==> config.mk <==
export PLATFORM = sky130hd
export DESIGN_NAME = adcc_top
export DESIGN_NICKNAME = d
export VERILOG_FILES = /design/src/rtl/adcc_pkg.sv /design/src/rtl/adcc_top.sv /design/src/rtl/adcc_clkgen.sv /design/src/rtl/adcc_sar.sv
export SDC_FILE = /design/constraint.sdc
export NUM_CORES = 1
export LEC_CHECK = 0
export BUFFER_PORTS_ARGS = -buffer_cell sky130_fd_sc_hd__clkbuf_2
export CELL_PAD_IN_SITES_DETAIL_PLACEMENT = 1
export CELL_PAD_IN_SITES_GLOBAL_PLACEMENT = 1
export CORE_MARGIN = 2
export CORE_UTILIZATION = 40
export CTS_CLUSTER_DIAMETER = 80
export DETAILED_ROUTE_END_ITERATION = 12
export PLACE_DENSITY = 0.83
export SYNTH_ARGS = -nofsm -noshare
export SYNTH_HDL_FRONTEND = slang
export SYNTH_SLANG_ARGS = --single-unit
export TNS_END_PERCENT = 10
==> constraint.sdc <==
create_clock -name CLK -period 3 [get_ports CLK]
set_input_delay 0.6 -clock CLK [delete_from_list [all_inputs] [get_ports CLK]]
set_output_delay 0.6 -clock CLK [all_outputs]
set_load 0.02 [all_outputs]
==> src/rtl/adcc_pkg.sv <==
// Purpose: shared constants and types of the converter control block
// Assumes: 20 MHz system clock, APB register access with 32-bit data
// Notes:   register offsets are byte addresses of aligned words
package adcc_pkg;

   ////////////////////////////////////////////////////////////////////////////////
   // clocking and timing
   localparam int unsigned CLK_PERIOD_NS = 50;
   // one instruction cycle of the host processor, in ns
   localparam int unsigned INSTR_CYCLE_NS = 200;
   // least time, so round up to whole clocks
   localparam int unsigned INSTR_DELAY_CYCLES =
      (INSTR_CYCLE_NS + CLK_PERIOD_NS - 1) / CLK_PERIOD_NS;
   localparam logic [3:0] INSTR_DELAY_LAST = 4'(INSTR_DELAY_CYCLES - 1);

   // conversion is counted in half bit-periods: 11.5 periods = 23 halves
   localparam logic [4:0] HALF_SAMPLE = 5'h03;
   localparam logic [4:0] HALF_LAST = 5'h16;
   localparam int unsigned RES_BITS = 10;
   localparam logic [3:0] MSB_INDEX = 4'h9;

   ////////////////////////////////////////////////////////////////////////////////
   // register map
   localparam int unsigned ADDR_W = 8;
   localparam logic [7:0] OFS_CONTROL = 8'h00;
   localparam logic [7:0] OFS_CONFIG = 8'h04;
   localparam logic [7:0] OFS_RESULT_HIGH = 8'h08;
   localparam logic [7:0] OFS_RESULT_LOW = 8'h0C;
   localparam logic [7:0] OFS_EVENT = 8'h10;

   localparam logic [7:0] CONTROL_RESET = 8'h00;
   localparam logic [7:0] CONFIG_RESET = 8'h00;
   localparam logic [7:0] RESULT_RESET = 8'h00;
   localparam logic [7:0] CONTROL_WMASK = 8'h7F;
   localparam logic [7:0] CONFIG_WMASK = 8'hF7;

   // control fields
   localparam int unsigned EN_BIT = 0;
   localparam int unsigned GO_BIT = 1;
   localparam int unsigned CH_LSB = 2;
   localparam int unsigned CH_MSB = 6;
   // configuration fields
   localparam int unsigned PREF_LSB = 0;
   localparam int unsigned PREF_MSB = 1;
   localparam int unsigned NREF_BIT = 2;
   localparam int unsigned CS_LSB = 4;
   localparam int unsigned CS_MSB = 6;
   localparam int unsigned FM_BIT = 7;
   // event register fields
   localparam int unsigned FLAG_BIT = 0;
   localparam int unsigned IE_BIT = 1;

   ////////////////////////////////////////////////////////////////////////////////
   // encodings
   localparam logic [2:0] CS_DIV2 = 3'h0;
   localparam logic [2:0] CS_DIV8 = 3'h1;
   localparam logic [2:0] CS_DIV32 = 3'h2;
   localparam logic [2:0] CS_DIV4 = 3'h4;
   localparam logic [2:0] CS_DIV16 = 3'h5;
   localparam logic [2:0] CS_DIV64 = 3'h6;
   localparam logic [1:0] CS_RC_LOW = 2'h3;

   localparam logic [4:0] CH_PIN_LAST = 5'h0B;
   localparam logic [4:0] CH_TEMP = 5'h1D;
   localparam logic [4:0] CH_DAC = 5'h1E;
   localparam logic [4:0] CH_FVR = 5'h1F;
   localparam int unsigned PIN_COUNT = 12;

   typedef enum logic [2:0] {
      ADCC_IDLE = 3'h1,
      ADCC_DELAY = 3'h2,
      ADCC_CONV = 3'h4
   } adcc_state_t;

endpackage

==> src/rtl/adcc_top.sv <==
// Purpose: register file, sequencing and sleep control of a 10-bit converter
// Assumes: sleep and trigger inputs come from logic on CLK; pins are async
// Notes:   APB slave with no wait states; read data is taken in the setup cycle
//
// Design decisions made here: register access over APB and the register offsets.
`timescale 1ns/1ps
module adcc_top (
   input wire logic CLK,
   input wire logic RESET,
   input wire logic PSEL,
   input wire logic PENABLE,
   input wire logic PWRITE,
   input wire logic [7:0] PADDR,
   input wire logic [31:0] PWDATA,
   output logic [31:0] PRDATA,
   output logic PREADY,
   output logic PSLVERR,
   input wire logic SLEEP_ACTIVE,
   input wire logic SPECIAL_TRIGGER,
   input wire logic RC_CLK_IN,
   input wire logic COMPARATOR_IN,
   output logic ANALOG_ENABLE,
   output logic SAMPLE_ENABLE,
   output logic [9:0] SAR_TRIAL,
   output logic [11:0] ANALOG_PIN_SEL,
   output logic TEMP_SEL,
   output logic DAC_SEL,
   output logic FVR_SEL,
   output logic NEG_REF_EXT,
   output logic [1:0] POS_REF_SEL,
   output logic CONV_FLAG,
   output logic WAKE_REQUEST,
   output logic TIMER_CLEAR
);

   ////////////////////////////////////////////////////////////////////////////////
   // declarations

   adcc_pkg::adcc_state_t state_ff, nxt_state;
   logic [7:0] control_ff, nxt_control;
   logic [7:0] config_ff, nxt_config;
   logic [7:0] res_high_ff, nxt_res_high;
   logic [7:0] res_low_ff, nxt_res_low;
   logic flag_ff, nxt_flag;
   logic ie_ff, nxt_ie;
   logic power_off_ff, nxt_power_off;
   logic wake_ff, timer_clear_ff;
   logic [3:0] delay_cnt_ff, nxt_delay_cnt;
   logic [31:0] prdata_ff, rd_data;
   logic pslverr_ff;

   logic setup_phase, wr_access;
   logic hit_control, hit_config, hit_high, hit_low, hit_event, hit_any;
   logic wr_control, wr_config, wr_high, wr_low, wr_event;
   logic module_en, go_bit, fmt_right, rc_sel, powered;
   logic sw_go_set, sw_go_clear, sleep_kill, en_lost, go_set, go_clear;
   logic sar_start, sar_abort, sar_busy, sar_sampling, sar_done, sar_load;
   logic [9:0] sar_result;
   logic half_tick;
   logic [4:0] channel;

   ////////////////////////////////////////////////////////////////////////////////
   // APB decode

   // no wait states: the read word is captured in the setup cycle
   assign setup_phase = PSEL & ~PENABLE;
   assign wr_access = PSEL & PENABLE & PWRITE;
   assign hit_control = (PADDR == adcc_pkg::OFS_CONTROL);
   assign hit_config = (PADDR == adcc_pkg::OFS_CONFIG);
   assign hit_high = (PADDR == adcc_pkg::OFS_RESULT_HIGH);
   assign hit_low = (PADDR == adcc_pkg::OFS_RESULT_LOW);
   assign hit_event = (PADDR == adcc_pkg::OFS_EVENT);
   assign hit_any = hit_control | hit_config | hit_high | hit_low | hit_event;
   assign wr_control = wr_access & hit_control;
   assign wr_config = wr_access & hit_config;
   assign wr_high = wr_access & hit_high;
   assign wr_low = wr_access & hit_low;
   assign wr_event = wr_access & hit_event;

   // read mux; unimplemented bits come back zero
   assign rd_data = hit_control ? {24'h00_0000, control_ff & adcc_pkg::CONTROL_WMASK} :
      hit_config ? {24'h00_0000, config_ff & adcc_pkg::CONFIG_WMASK} :
      hit_high ? {24'h00_0000, res_high_ff} :
      hit_low ? {24'h00_0000, res_low_ff} :
      hit_event ? {30'h0000_0000, ie_ff, flag_ff} :
      32'h0000_0000;

   assign PRDATA = prdata_ff;
   assign PREADY = 1'b1;
   assign PSLVERR = pslverr_ff;

   always_ff @(posedge CLK) begin
      if (RESET) begin
         prdata_ff <= 32'h0000_0000;
         pslverr_ff <= 1'b0;
      end else if (setup_phase) begin
         prdata_ff <= rd_data;
         pslverr_ff <= ~hit_any;
      end
   end

   ////////////////////////////////////////////////////////////////////////////////
   // field views

   assign module_en = control_ff[adcc_pkg::EN_BIT];
   assign go_bit = control_ff[adcc_pkg::GO_BIT];
   assign channel = control_ff[adcc_pkg::CH_MSB:adcc_pkg::CH_LSB];
   assign fmt_right = config_ff[adcc_pkg::FM_BIT];
   // enable bit stays set while sleep shuts the analog part down
   assign powered = module_en & ~power_off_ff;

   ////////////////////////////////////////////////////////////////////////////////
   // start and stop conditions

   assign sw_go_set = wr_control & PWDATA[adcc_pkg::GO_BIT] & PWDATA[adcc_pkg::EN_BIT];
   assign sw_go_clear = wr_control & ~PWDATA[adcc_pkg::GO_BIT] & go_bit;
   // a system-derived clock cannot run through sleep
   assign sleep_kill = SLEEP_ACTIVE & ~rc_sel;
   assign en_lost = wr_control & ~PWDATA[adcc_pkg::EN_BIT];
   // trigger needs an enabled module and no non-rc sleep; timing is left to software
   assign go_set = sw_go_set | (SPECIAL_TRIGGER & module_en & ~sleep_kill);
   assign go_clear = sar_done | sw_go_clear | sleep_kill | en_lost;
   assign sar_start = (state_ff == adcc_pkg::ADCC_IDLE && go_bit && powered && !rc_sel) ||
      (state_ff == adcc_pkg::ADCC_DELAY && delay_cnt_ff == adcc_pkg::INSTR_DELAY_LAST
      && go_bit && powered);
   // software clear keeps the partial result; sleep or disable drops it
   assign sar_abort = sw_go_clear | sleep_kill | en_lost;

   ////////////////////////////////////////////////////////////////////////////////
   // control register: software fields and hardware start bit

   always_comb begin
      nxt_control = control_ff;
      if (wr_control) begin
         nxt_control = PWDATA[7:0] & adcc_pkg::CONTROL_WMASK;
         nxt_control[adcc_pkg::GO_BIT] = go_bit;
      end
      if (go_clear) begin
         nxt_control[adcc_pkg::GO_BIT] = 1'b0;
      end
      // a fresh start wins over a finishing conversion in the same cycle
      if (go_set) begin
         nxt_control[adcc_pkg::GO_BIT] = 1'b1;
      end
   end

   assign nxt_config = wr_config ? (PWDATA[7:0] & adcc_pkg::CONFIG_WMASK) : config_ff;

   always_ff @(posedge CLK) begin
      if (RESET) begin
         control_ff <= adcc_pkg::CONTROL_RESET;
         config_ff <= adcc_pkg::CONFIG_RESET;
      end else begin
         control_ff <= nxt_control;
         config_ff <= nxt_config;
      end
   end

   ////////////////////////////////////////////////////////////////////////////////
   // sequencing state machine

   always_comb begin
      nxt_state = state_ff;
      nxt_delay_cnt = 4'h0;
      unique case (state_ff)
         adcc_pkg::ADCC_IDLE: begin
            if (go_bit && powered && !sar_abort) begin
               // rc start is held back so a sleep can execute first
               nxt_state = rc_sel ? adcc_pkg::ADCC_DELAY : adcc_pkg::ADCC_CONV;
            end
         end
         adcc_pkg::ADCC_DELAY: begin
            nxt_delay_cnt = delay_cnt_ff + 4'h1;
            if (sar_abort || !go_bit) begin
               nxt_state = adcc_pkg::ADCC_IDLE;
            end else if (delay_cnt_ff == adcc_pkg::INSTR_DELAY_LAST) begin
               nxt_state = adcc_pkg::ADCC_CONV;
            end
         end
         adcc_pkg::ADCC_CONV: begin
            if (sar_done || sar_abort) begin
               nxt_state = adcc_pkg::ADCC_IDLE;
            end
         end
         default: nxt_state = adcc_pkg::ADCC_IDLE;
      endcase
   end

   always_ff @(posedge CLK) begin
      if (RESET) begin
         state_ff <= adcc_pkg::ADCC_IDLE;
         delay_cnt_ff <= 4'h0;
      end else begin
         state_ff <= nxt_state;
         delay_cnt_ff <= nxt_delay_cnt;
      end
   end

   ////////////////////////////////////////////////////////////////////////////////
   // conversion clock and sequencer

   adcc_clkgen u_clkgen (
      .clk(CLK),
      .reset(RESET),
      .run(sar_busy),
      .clock_select(config_ff[adcc_pkg::CS_MSB:adcc_pkg::CS_LSB]),
      .rc_clk_in(RC_CLK_IN),
      .half_tick(half_tick),
      .rc_selected(rc_sel)
   );

   // 3 sample halves plus 10 bits of two halves each
   adcc_sar u_sar (
      .clk(CLK),
      .reset(RESET),
      .start(sar_start),
      .abort(sar_abort),
      .half_tick(half_tick),
      .comp_in(COMPARATOR_IN),
      .busy(sar_busy),
      .sampling(sar_sampling),
      .done(sar_done),
      .load(sar_load),
      .result(sar_result),
      .trial(SAR_TRIAL)
   );

   ////////////////////////////////////////////////////////////////////////////////
   // result registers, loaded one cycle after the sequencer result

   logic load_pend_ff;

   always_comb begin
      nxt_res_high = wr_high ? PWDATA[7:0] : res_high_ff;
      nxt_res_low = wr_low ? PWDATA[7:0] : res_low_ff;
      if (load_pend_ff) begin
         if (fmt_right) begin
            nxt_res_high = {6'h00, sar_result[9:8]};
            nxt_res_low = sar_result[7:0];
         end else begin
            nxt_res_high = sar_result[9:2];
            nxt_res_low = {sar_result[1:0], 6'h00};
         end
      end
   end

   always_ff @(posedge CLK) begin
      if (RESET) begin
         load_pend_ff <= 1'b0;
         res_high_ff <= adcc_pkg::RESULT_RESET;
         res_low_ff <= adcc_pkg::RESULT_RESET;
      end else begin
         load_pend_ff <= sar_load & ~(sleep_kill | en_lost);
         res_high_ff <= nxt_res_high;
         res_low_ff <= nxt_res_low;
      end
   end

   ////////////////////////////////////////////////////////////////////////////////
   // event flag, wake and sleep power-off

   // a completion in the cycle of a software clear still sets the flag
   assign nxt_flag = sar_done | (wr_event ? PWDATA[adcc_pkg::FLAG_BIT] : flag_ff);
   assign nxt_ie = wr_event ? PWDATA[adcc_pkg::IE_BIT] : ie_ff;
   // power-off is released by waking up
   assign nxt_power_off = SLEEP_ACTIVE & (power_off_ff | sleep_kill |
      (sar_done & rc_sel & ~ie_ff));

   always_ff @(posedge CLK) begin
      if (RESET) begin
         flag_ff <= 1'b0;
         ie_ff <= 1'b0;
         power_off_ff <= 1'b0;
         wake_ff <= 1'b0;
         timer_clear_ff <= 1'b0;
      end else begin
         flag_ff <= nxt_flag;
         ie_ff <= nxt_ie;
         power_off_ff <= nxt_power_off;
         wake_ff <= sar_done & SLEEP_ACTIVE & ie_ff;
         timer_clear_ff <= SPECIAL_TRIGGER & module_en & ~sleep_kill;
      end
   end

   ////////////////////////////////////////////////////////////////////////////////
   // analog-side outputs

   assign ANALOG_ENABLE = powered;
   assign SAMPLE_ENABLE = sar_sampling;
   assign CONV_FLAG = flag_ff;
   assign WAKE_REQUEST = wake_ff;
   assign TIMER_CLEAR = timer_clear_ff;
   assign NEG_REF_EXT = config_ff[adcc_pkg::NREF_BIT];
   // reserved code 01 is passed through; the reference module treats it
   assign POS_REF_SEL = config_ff[adcc_pkg::PREF_MSB:adcc_pkg::PREF_LSB];
   assign TEMP_SEL = (channel == adcc_pkg::CH_TEMP);
   assign DAC_SEL = (channel == adcc_pkg::CH_DAC);
   assign FVR_SEL = (channel == adcc_pkg::CH_FVR);

   // codes above the last pin and below the internal sources connect nothing
   genvar p;
   generate
      for (p = 0; p < adcc_pkg::PIN_COUNT; p++) begin : g_pin
         assign ANALOG_PIN_SEL[p] = (channel == 5'(p));
      end
   endgenerate

endmodule

==> src/rtl/adcc_clkgen.sv <==
// Purpose: conversion clock half-period tick generator
// Assumes: rc clock arrives asynchronously and is far slower than clk
// Notes:   each tick marks one half bit-period of the chosen source
`timescale 1ns/1ps
module adcc_clkgen (
   input wire logic clk,
   input wire logic reset,
   input wire logic run,
   input wire logic [2:0] clock_select,
   input wire logic rc_clk_in,
   output logic half_tick,
   output logic rc_selected
);

   logic rc_meta_ff, rc_sync_ff, rc_prev_ff;
   logic [4:0] div_cnt_ff, nxt_div_cnt;
   logic [4:0] half_last;
   logic div_wrap, rc_edge;

   // half period minus one, in system clocks, per divider code
   always_comb begin
      unique case (clock_select)
         adcc_pkg::CS_DIV2: half_last = 5'h00;
         adcc_pkg::CS_DIV4: half_last = 5'h01;
         adcc_pkg::CS_DIV8: half_last = 5'h03;
         adcc_pkg::CS_DIV16: half_last = 5'h07;
         adcc_pkg::CS_DIV32: half_last = 5'h0F;
         adcc_pkg::CS_DIV64: half_last = 5'h1F;
         default: half_last = 5'h00;
      endcase
   end

   assign rc_selected = (clock_select[1:0] == adcc_pkg::CS_RC_LOW);
   assign div_wrap = (div_cnt_ff == half_last);
   // both rc edges count, as each ends a half period
   assign rc_edge = rc_sync_ff ^ rc_prev_ff;
   assign half_tick = run & (rc_selected ? rc_edge : div_wrap);
   assign nxt_div_cnt = (!run || div_wrap) ? 5'h00 : div_cnt_ff + 5'h01;

   // rc pin passes two flops before the edge detector sees it
   always_ff @(posedge clk) begin
      if (reset) begin
         rc_meta_ff <= 1'b0;
         rc_sync_ff <= 1'b0;
         rc_prev_ff <= 1'b0;
         div_cnt_ff <= 5'h00;
      end else begin
         rc_meta_ff <= rc_clk_in;
         rc_sync_ff <= rc_meta_ff;
         rc_prev_ff <= rc_sync_ff;
         div_cnt_ff <= nxt_div_cnt;
      end
   end

endmodule

==> src/rtl/adcc_sar.sv <==
// Purpose: successive-approximation sequencer for a 10-bit result
// Assumes: comparator high means the input is at or above the trial code
// Notes:   abort fills unconverted bits with the last decided bit
`timescale 1ns/1ps
module adcc_sar (
   input wire logic clk,
   input wire logic reset,
   input wire logic start,
   input wire logic abort,
   input wire logic half_tick,
   input wire logic comp_in,
   output logic busy,
   output logic sampling,
   output logic done,
   output logic load,
   output logic [9:0] result,
   output logic [9:0] trial
);

   logic comp_meta_ff, comp_sync_ff;
   logic busy_ff, last_ff, any_ff;
   logic [4:0] half_cnt_ff;
   logic [3:0] ptr_ff;
   logic [9:0] bits_ff, trial_ff, result_ff;
   logic [9:0] nxt_bits, partial;
   logic decide;

   // a bit is decided at the end of every second half period after sampling
   assign decide = busy_ff & half_tick & (half_cnt_ff > adcc_pkg::HALF_SAMPLE)
      & ~half_cnt_ff[0];
   assign done = decide & (half_cnt_ff == adcc_pkg::HALF_LAST);
   assign load = done | (abort & busy_ff);
   assign busy = busy_ff;
   assign sampling = busy_ff & (half_cnt_ff < adcc_pkg::HALF_SAMPLE);
   assign result = result_ff;
   assign trial = trial_ff;

   genvar i;
   generate
      for (i = 0; i < adcc_pkg::RES_BITS; i++) begin : g_bit
         assign nxt_bits[i] = (decide && ptr_ff == 4'(i)) ? comp_sync_ff : bits_ff[i];
         // unconverted positions copy the last bit, or zero if none yet
         assign partial[i] = (4'(i) < ptr_ff || (4'(i) == ptr_ff && !decide)) ?
            (any_ff & last_ff) : nxt_bits[i];
      end
   endgenerate

   always_ff @(posedge clk) begin
      if (reset) begin
         comp_meta_ff <= 1'b0;
         comp_sync_ff <= 1'b0;
      end else begin
         comp_meta_ff <= comp_in;
         comp_sync_ff <= comp_meta_ff;
      end
   end

   // sequencer state; start restarts from sampling
   always_ff @(posedge clk) begin
      if (reset || abort || done) begin
         busy_ff <= 1'b0;
         half_cnt_ff <= 5'h00;
         ptr_ff <= adcc_pkg::MSB_INDEX;
         trial_ff <= 10'h000;
      end else if (start) begin
         busy_ff <= 1'b1;
         half_cnt_ff <= 5'h00;
         ptr_ff <= adcc_pkg::MSB_INDEX;
         trial_ff <= 10'h200;
      end else if (busy_ff && half_tick) begin
         half_cnt_ff <= half_cnt_ff + 5'h01;
         if (decide) begin
            ptr_ff <= ptr_ff - 4'h1;
            trial_ff <= nxt_bits | (10'h200 >> (adcc_pkg::MSB_INDEX - ptr_ff + 4'h1));
         end
      end
   end

   // decided bits and the result handed to the register file
   always_ff @(posedge clk) begin
      if (reset || start) begin
         bits_ff <= 10'h000;
         last_ff <= 1'b0;
         any_ff <= 1'b0;
      end else if (decide) begin
         bits_ff <= nxt_bits;
         last_ff <= comp_sync_ff;
         any_ff <= 1'b1;
      end
   end

   always_ff @(posedge clk) begin
      if (reset) begin
         result_ff <= 10'h000;
      end else if (load) begin
         result_ff <= done ? nxt_bits : partial;
      end
   end

endmodule

## Word level (Yosys, flattened, before mapping)

Index checks and enable logic that the tools add are counted.

- Register bits after elaboration: 128
- Logic and storage cells: 270
- Output and inout bits: 67
- Input port bits: 49

- Add/subtract/negate cells: 6
- Eq/ne operators: 51
- Reductions and logical operators: 65
- Multiplexer cells: 46
- Shifts and indexed selects: 1
- Bitwise operators: 59
- Order comparisons: 12

Operator list:

| cell | count |
|---|---|
| $mux W8 | 10 |
| $mux W10 | 4 |
| $and A1 B1 Y1 | 31 |
| $logic_and A1 B1 Y1 | 29 |
| $pmux W5 S5 | 1 |
| $mux W1 | 24 |
| $eq A5 B3 Y1 const B | 4 |
| $eq A5 B4 Y1 const B | 4 |
| $eq A5 B5 Y1 const B | 4 |
| $logic_or A1 B1 Y1 | 17 |
| $eq A3 B4 Y1 const A | 4 |
| $eq A4 B3 Y1 const B | 4 |
| $eq A8 B4 Y1 const B | 2 |
| $lt A3 B4 Y1 const A | 4 |
| $mux W3 | 5 |
| $or A1 B1 Y1 | 15 |
| $eq A3 B3 Y1 const B | 4 |
| $eq A4 B2 Y1 const B | 3 |
| $not A1 Y1 | 11 |
| $add A5 B1 Y5 const B | 2 |
| $eq A5 B2 Y1 const B | 2 |
| $or A10 B10 Y10 | 1 |
| $reduce_bool A2 Y1 | 5 |
| $shr A10 B4 Y10 const A | 1 |
| 33 further kinds | 49 |

## Longest topological paths before layout

- Word-level depth: 14
- Mapped depth: 10
- Depth with buffers taken out: 8

## Modules after synthesis

A second synthesis with hierarchy kept.

- Cell total of the unflattened synthesis: 686
- Area total of the unflattened synthesis: 5888.1 µm²

By module, submodules not included:

| module | seq. area each (µm²) | area each (µm²) | cells each | instances |
|---|---|---|---|---|
| adcc_top | 1041.0 | 2951.6 | 346 | 1 |
| adcc_sar | 880.8 | 2494.9 | 292 | 1 |
| adcc_clkgen | 160.2 | 441.7 | 48 | 1 |

## Least setup slack after synthesis

No wires, ideal clock.

- Kind: input-to-reg
- Start point: in PADDR[4]
- End point: reg u_sar.result_ff[6] (netlist: u_sar.result[6])
- Stages on the path: 7
- Arrival: 2616 ps
- Buffers on the path: 1
- Required time: 2866 ps
- Setup slack: 250 ps
- Cell sequence: or4_4 > or4_4 > buf_6 > o21ai_4 > a22oi_1 > a2111oi_2 > nor4_1

- Longest elaborated chain between the ends: 8
- Elaborated cells between the ends (all ways): 9
- Classes of those cells: bitwise: 8; reduce/logical: 1

Ends and longest elaborated chain:

| element | line | RTL |
|---|---|---|
| start, declared | adcc_top.sv:13 | `input wire logic [7:0] PADDR,` |
| $logic_not A8 Y1 (*) | adcc_top.sv:68 | `assign hit_control = (PADDR == adcc_pkg::OFS_CONTROL);` |
| $and A1 B1 Y1 (*) | adcc_top.sv:74 | `assign wr_control = wr_access & hit_control;` |
| $and A1 B1 Y1 (2 in a row) | adcc_top.sv:116 | `assign sw_go_clear = wr_control & ~PWDATA[adcc_pkg::GO_BIT] & go_bit;` |
| $or A1 B1 Y1 | adcc_top.sv:127 | `assign sar_abort = sw_go_clear \| sleep_kill \| en_lost;` |
| $or A1 B1 Y1 (*) | adcc_top.sv:127 |  |
| $and A1 B1 Y1 (*) | adcc_sar.sv:32 | `assign load = done \| (abort & busy_ff);` |
| $or A1 B1 Y1 (*) | adcc_sar.sv:32 |  |
| end signal, assigned | adcc_sar.sv:96 | `result_ff <= done ? nxt_bits : partial;` |
| end, declared | adcc_sar.sv:24 | `logic [9:0] bits_ff, trial_ff, result_ff;` |

Every way passes the cells marked *; elsewhere a longest branch is shown, timed or not.
A chain may end at the register's enable or synchronous reset.

## Worst setup path after layout

- Start point: reg u_clkgen.div_cnt_ff[1]
- End point: reg u_sar.result_ff[5] (netlist: u_sar.result[5])

- Longest elaborated chain between the ends: 11
- Elaborated cells between the ends (all ways): 15
- Classes of those cells: eq/ne: 1; mux: 4; bitwise: 6; reduce/logical: 4

Ends and longest elaborated chain:

| element | line | RTL |
|---|---|---|
| start, declared | adcc_clkgen.sv:16 | `logic [4:0] div_cnt_ff, nxt_div_cnt;` |
| start signal, assigned | adcc_clkgen.sv:51 | `div_cnt_ff <= nxt_div_cnt;` |
| $eq A5 B5 Y1 (*) | adcc_clkgen.sv:34 | `assign div_wrap = (div_cnt_ff == half_last);` |
| $mux W1 (*) | adcc_clkgen.sv:37 | `assign half_tick = run & (rc_selected ? rc_edge : div_wrap);` |
| $and A1 B1 Y1 (*) | adcc_clkgen.sv:37 |  |
| $and A1 B1 Y1 (*) (2 in a row) | adcc_sar.sv:29 | `assign decide = busy_ff & half_tick & (half_cnt_ff > adcc_pkg::HALF_SAMPLE)` |
| $and A1 B1 Y1 (*) | adcc_sar.sv:30 | `& ~half_cnt_ff[0];` |
| $logic_not A1 Y1 | adcc_sar.sv:43 | `assign partial[i] = (4'(i) < ptr_ff \|\| (4'(i) == ptr_ff && !decide)) ?` |
| $logic_and A1 B1 Y1 | adcc_sar.sv:43 |  |
| $logic_or A1 B1 Y1 | adcc_sar.sv:43 |  |
| $mux W1 | adcc_sar.sv:43 |  |
| $mux W10 | adcc_sar.sv:96 |  |

Marked as above.

==> results.yml <==
outcome:
  status: "finished clean"
clock_tree:
  h-tree-depth: 3
  tritoncts: "built"
  clockBufferDepth: 2
  clkSinkCount: 104
  hold_buffers: 0
  clock-root-buffer: "clkbuf_16"
  clkLatencyLatePin_ns: 0.36
  cts_resized: 0
  numCtsBuffers: 9
  post_cts_buffers: 0
  clk_pin_slew_ns: 0.07
pwr:
  seqPwrFrac: 0.500
  comb_power_share: 0.048
  power_density_mw_per_mm2: 434
  internal_power_mw: 2.14
  p_sw_mw: 0.638
  vdd_drop_max_mv: 0.262
  leakagePower_nw: 2.55
  power_switching_share: 0.229
  power.share.clock: 0.452
grt:
  grtUsageTotal: 0.227
  grt.busiest_layer: "met2"
  grt_pass1_wl_um: 27000
  grt.met3_usage: 0.0300
  grt-ovfl-total: 0
  gr-usage-met1: 0.285
  grt_start_max_net_pins: 57
  grt_pass1_vias: 5299
  antenna_found_initial: 0
  met2_usage: 0.400
timing:
  hold_viol: 0
  slew_violations: 0
  relSlewSlack: 0.544
  finalSetupViolations: 0
  tns_ns: 0
  finalWorstSetupSlack_ns: 0.244
  min_period_ns: 2.76
  tightest_slew_ns: 0.683
  worst_clock_skew_ns: 0.00603
  rsz0062_at_grt: "no"
  finalCritPeriodShare: 0.919
  timing.fmax_ghz: 0.363
synthesis:
  yosys-top-cells-area: "dfxtp_1 (37%), a21oi_1 (6.6%), nor2_1 (6.6%)"
  synth_cell_type_count: 62
  ys_seq_elements: 104
  avgSynthCellArea_um2: 7.88
  synthArstFlopShare: 0
  syn_area_mm2: 0.00567
  yosysWarningCount: 0
  ys.flop_type: "dfxtp_1"
  synth.top_cell.area_share: 0.367
  synth_top_cell_by_area: "dfxtp_1"
  yosysSeqAreaShare: 0.367
  synth_cells: 720
  synth-edff-count: 0
place:
  dp_hpwl_um: 12500
  dp.cells: 938
  gp_congestion: 0.867
  portBuffers: 66
  pre_cts_slack_ns: 0.0199
route:
  avgRoutedWirePerCell_um: 17.4
  num_vias: 5267
  viasPerCell: 5.52
  ant_nets: 0
  drt_iter0_drc: 388
  firstDrtPassIters: 4
  drc: 0
  wl_um: 16600
setup_path:
  required_ns: 3.21
  critPathArrivalTime_ns: 2.97
  cpMaxStageDelayCell: "or4_1"
  endpoint_kind: "flop"
  path_class: "flop to flop"
  crit_fanout: 9
  worst-path-buf-inv: 0
  cp-start-kind: "flop"
  crit_chain: "or4_1, o22a_1, a221oi_2, and2_1, nand4_1, mux2i_1, a311oi_1"
  slowest_delay_ns: 0.50
  cpLargestDelayFamily: "simple AND/OR/NAND/NOR gates"
worst_hold_path:
  min_path_type: "flop to flop"
final_layout:
  regArea_mm2: 0.00208
  antenna_cells: 0
  instances_no_fill: 954
  layout-drive-gt1-share: 0.173
  area_growth_pct: 12.8
  multiInputGateArea_mm2: 0.00323
  fin_nets: 829
  fillerInstances: 1740
floorplan:
  ios: 116
  core_mm2: 0.0139
  dieArea_mm2: 0.0151
  fp-row-count: 43
  die_h_um: 123
  start_util: 0.409
  dieWidth_um: 123
flow_run:
  drv_cap: 0
## path summary, 6_finish.rpt
| kind | start | endpoint | slack [ns] | cells past startpoint |
|---|---|---|---|---|
| max | u_clkgen.div_cnt_ff[1] | u_sar.result[5] | 0.24 | 7 |
| min | u_sar.comp_meta_ff | u_sar.comp_sync_ff | 0.45 | 1 |
| max reg2reg | u_clkgen.div_cnt_ff[1] | u_sar.result[5] | 0.24 | 7 |
| min reg2reg | u_sar.comp_meta_ff | u_sar.comp_sync_ff | 0.45 | 1 |
## metal layers
layer  part of all wire  vias to the layer above
met1               0.44                     2543
met3              0.047                       21
met4              0.016                        0
met5                  0                        -
li1                   -                     2561
met2               0.50                      142
## per-stage QoR
step / instance area, µm² / hold slack (ns) / total power, mW / util
2_1_floorplan: 5760 / 0.414 / 1.53 / -
3_3_place_gp: 6080 / 0.429 / 1.55 / 0.438
3_5_place_dp: 6080 / 0.433 / 1.55 / 0.438
4_1_cts: 6400 / 0.455 / 2.80 / 0.461
5_1_grt: 6400 / 0.465 / 2.87 / 0.461
6_report: 6400 / 0.451 / 2.78 / 0.461
## cells by family (layout without fill, tap and decap cells)
logic type,Yosys count,after routing,share of synthesized area
DFF,104,104,0.367
muxes,23,23,0.0512
xor gates and xnor gates,14,14,0.0216
buffers and inverters,85,116,0.0785
adders and majority gates,11,11,0.0243
and+or+nand+nor,307,307,0.265
AOI/OAI and AO/OA,174,174,0.191
other,2,25,0.00132
## sequential cells by signal, indices dropped and copies added, names as in the netlist, 5 cells and up
name and cells:
u_sar.bits_ff 10, res_low_ff 8, PRDATA 8, u_sar.trial 10
u_sar.half_cnt_ff 5, config_ff 7, res_high_ff 8, u_sar.result 10
u_clkgen.div_cnt_ff 5, control_ff 7
## worst register-to-register path: cells and delay by family, from the launching register on
family | cells | cell delay (ns)
AOI/OAI and AO/OA | 3 | 0.75
DFF | 1 | 0.37
muxes | 1 | 0.38
and+or+nand+nor | 3 | 1.11
## cell usage after synthesis (3+ instances only)
cell	instances
nor2b_1	19
nand4_1	10
buf_4	29
o21ai_0	32
nor4_1	3
inv_1	11
a31oi_1	14
a21oi_1	75
or3_1	5
xor2_1	10
a32oi_1	4
dfxtp_1	104
o21a_1	3
clkbuf_1	40
and3_1	7
nor2_1	100
a22oi_1	8
nand3_1	41
nand2b_1	14
nor3_1	13
o22ai_1	3
nand3b_1	3
ha_1	11
and2_1	4
nand4b_1	3
xnor2_1	4
a211oi_1	6
mux2i_1	11
o211ai_1	7
mux2_2	8
a21boi_0	3
nand2_1	63
o211a_1	3
or2_2	7
mux4_2	4
## power groups by stage
stage	sequential [mW]	clock (mW)	combinational, mW
5_1_grt	1.39	1.33	0.146
3_5_place_dp	1.42	0	0.133
3_3_place_gp	1.42	0	0.130
2_1_floorplan	1.42	0	0.111
4_1_cts	1.39	1.28	0.134
6_report	1.39	1.26	0.134
## cell usage in the layout, fill, tap and decap left out, types with 11 or more instances in the layout
cell type,netlist,layout
a21oi_1,75,75
a31oi_1,14,14
buf_4,29,23
clkbuf_2,0,66
conb_1,2,25
dfxtp_1,104,104
ha_1,11,11
inv_1,11,11
mux2i_1,11,11
nand2_1,63,63
nand2b_1,14,14
nand3_1,41,41
nor2_1,100,100
nor2b_1,19,19
nor3_1,13,13
o21ai_0,32,32
## cell type report
cell class                 instances  share of cell area
clock buffer                      13              0.0422
clock inverter                     3             0.00743
inverter                          11             0.00645
multi-input combinational        554               0.505
sequential                       104               0.325
tap                              180              0.0352
timing repair buffer              89              0.0786
Power figures use the tool's default switching activity.
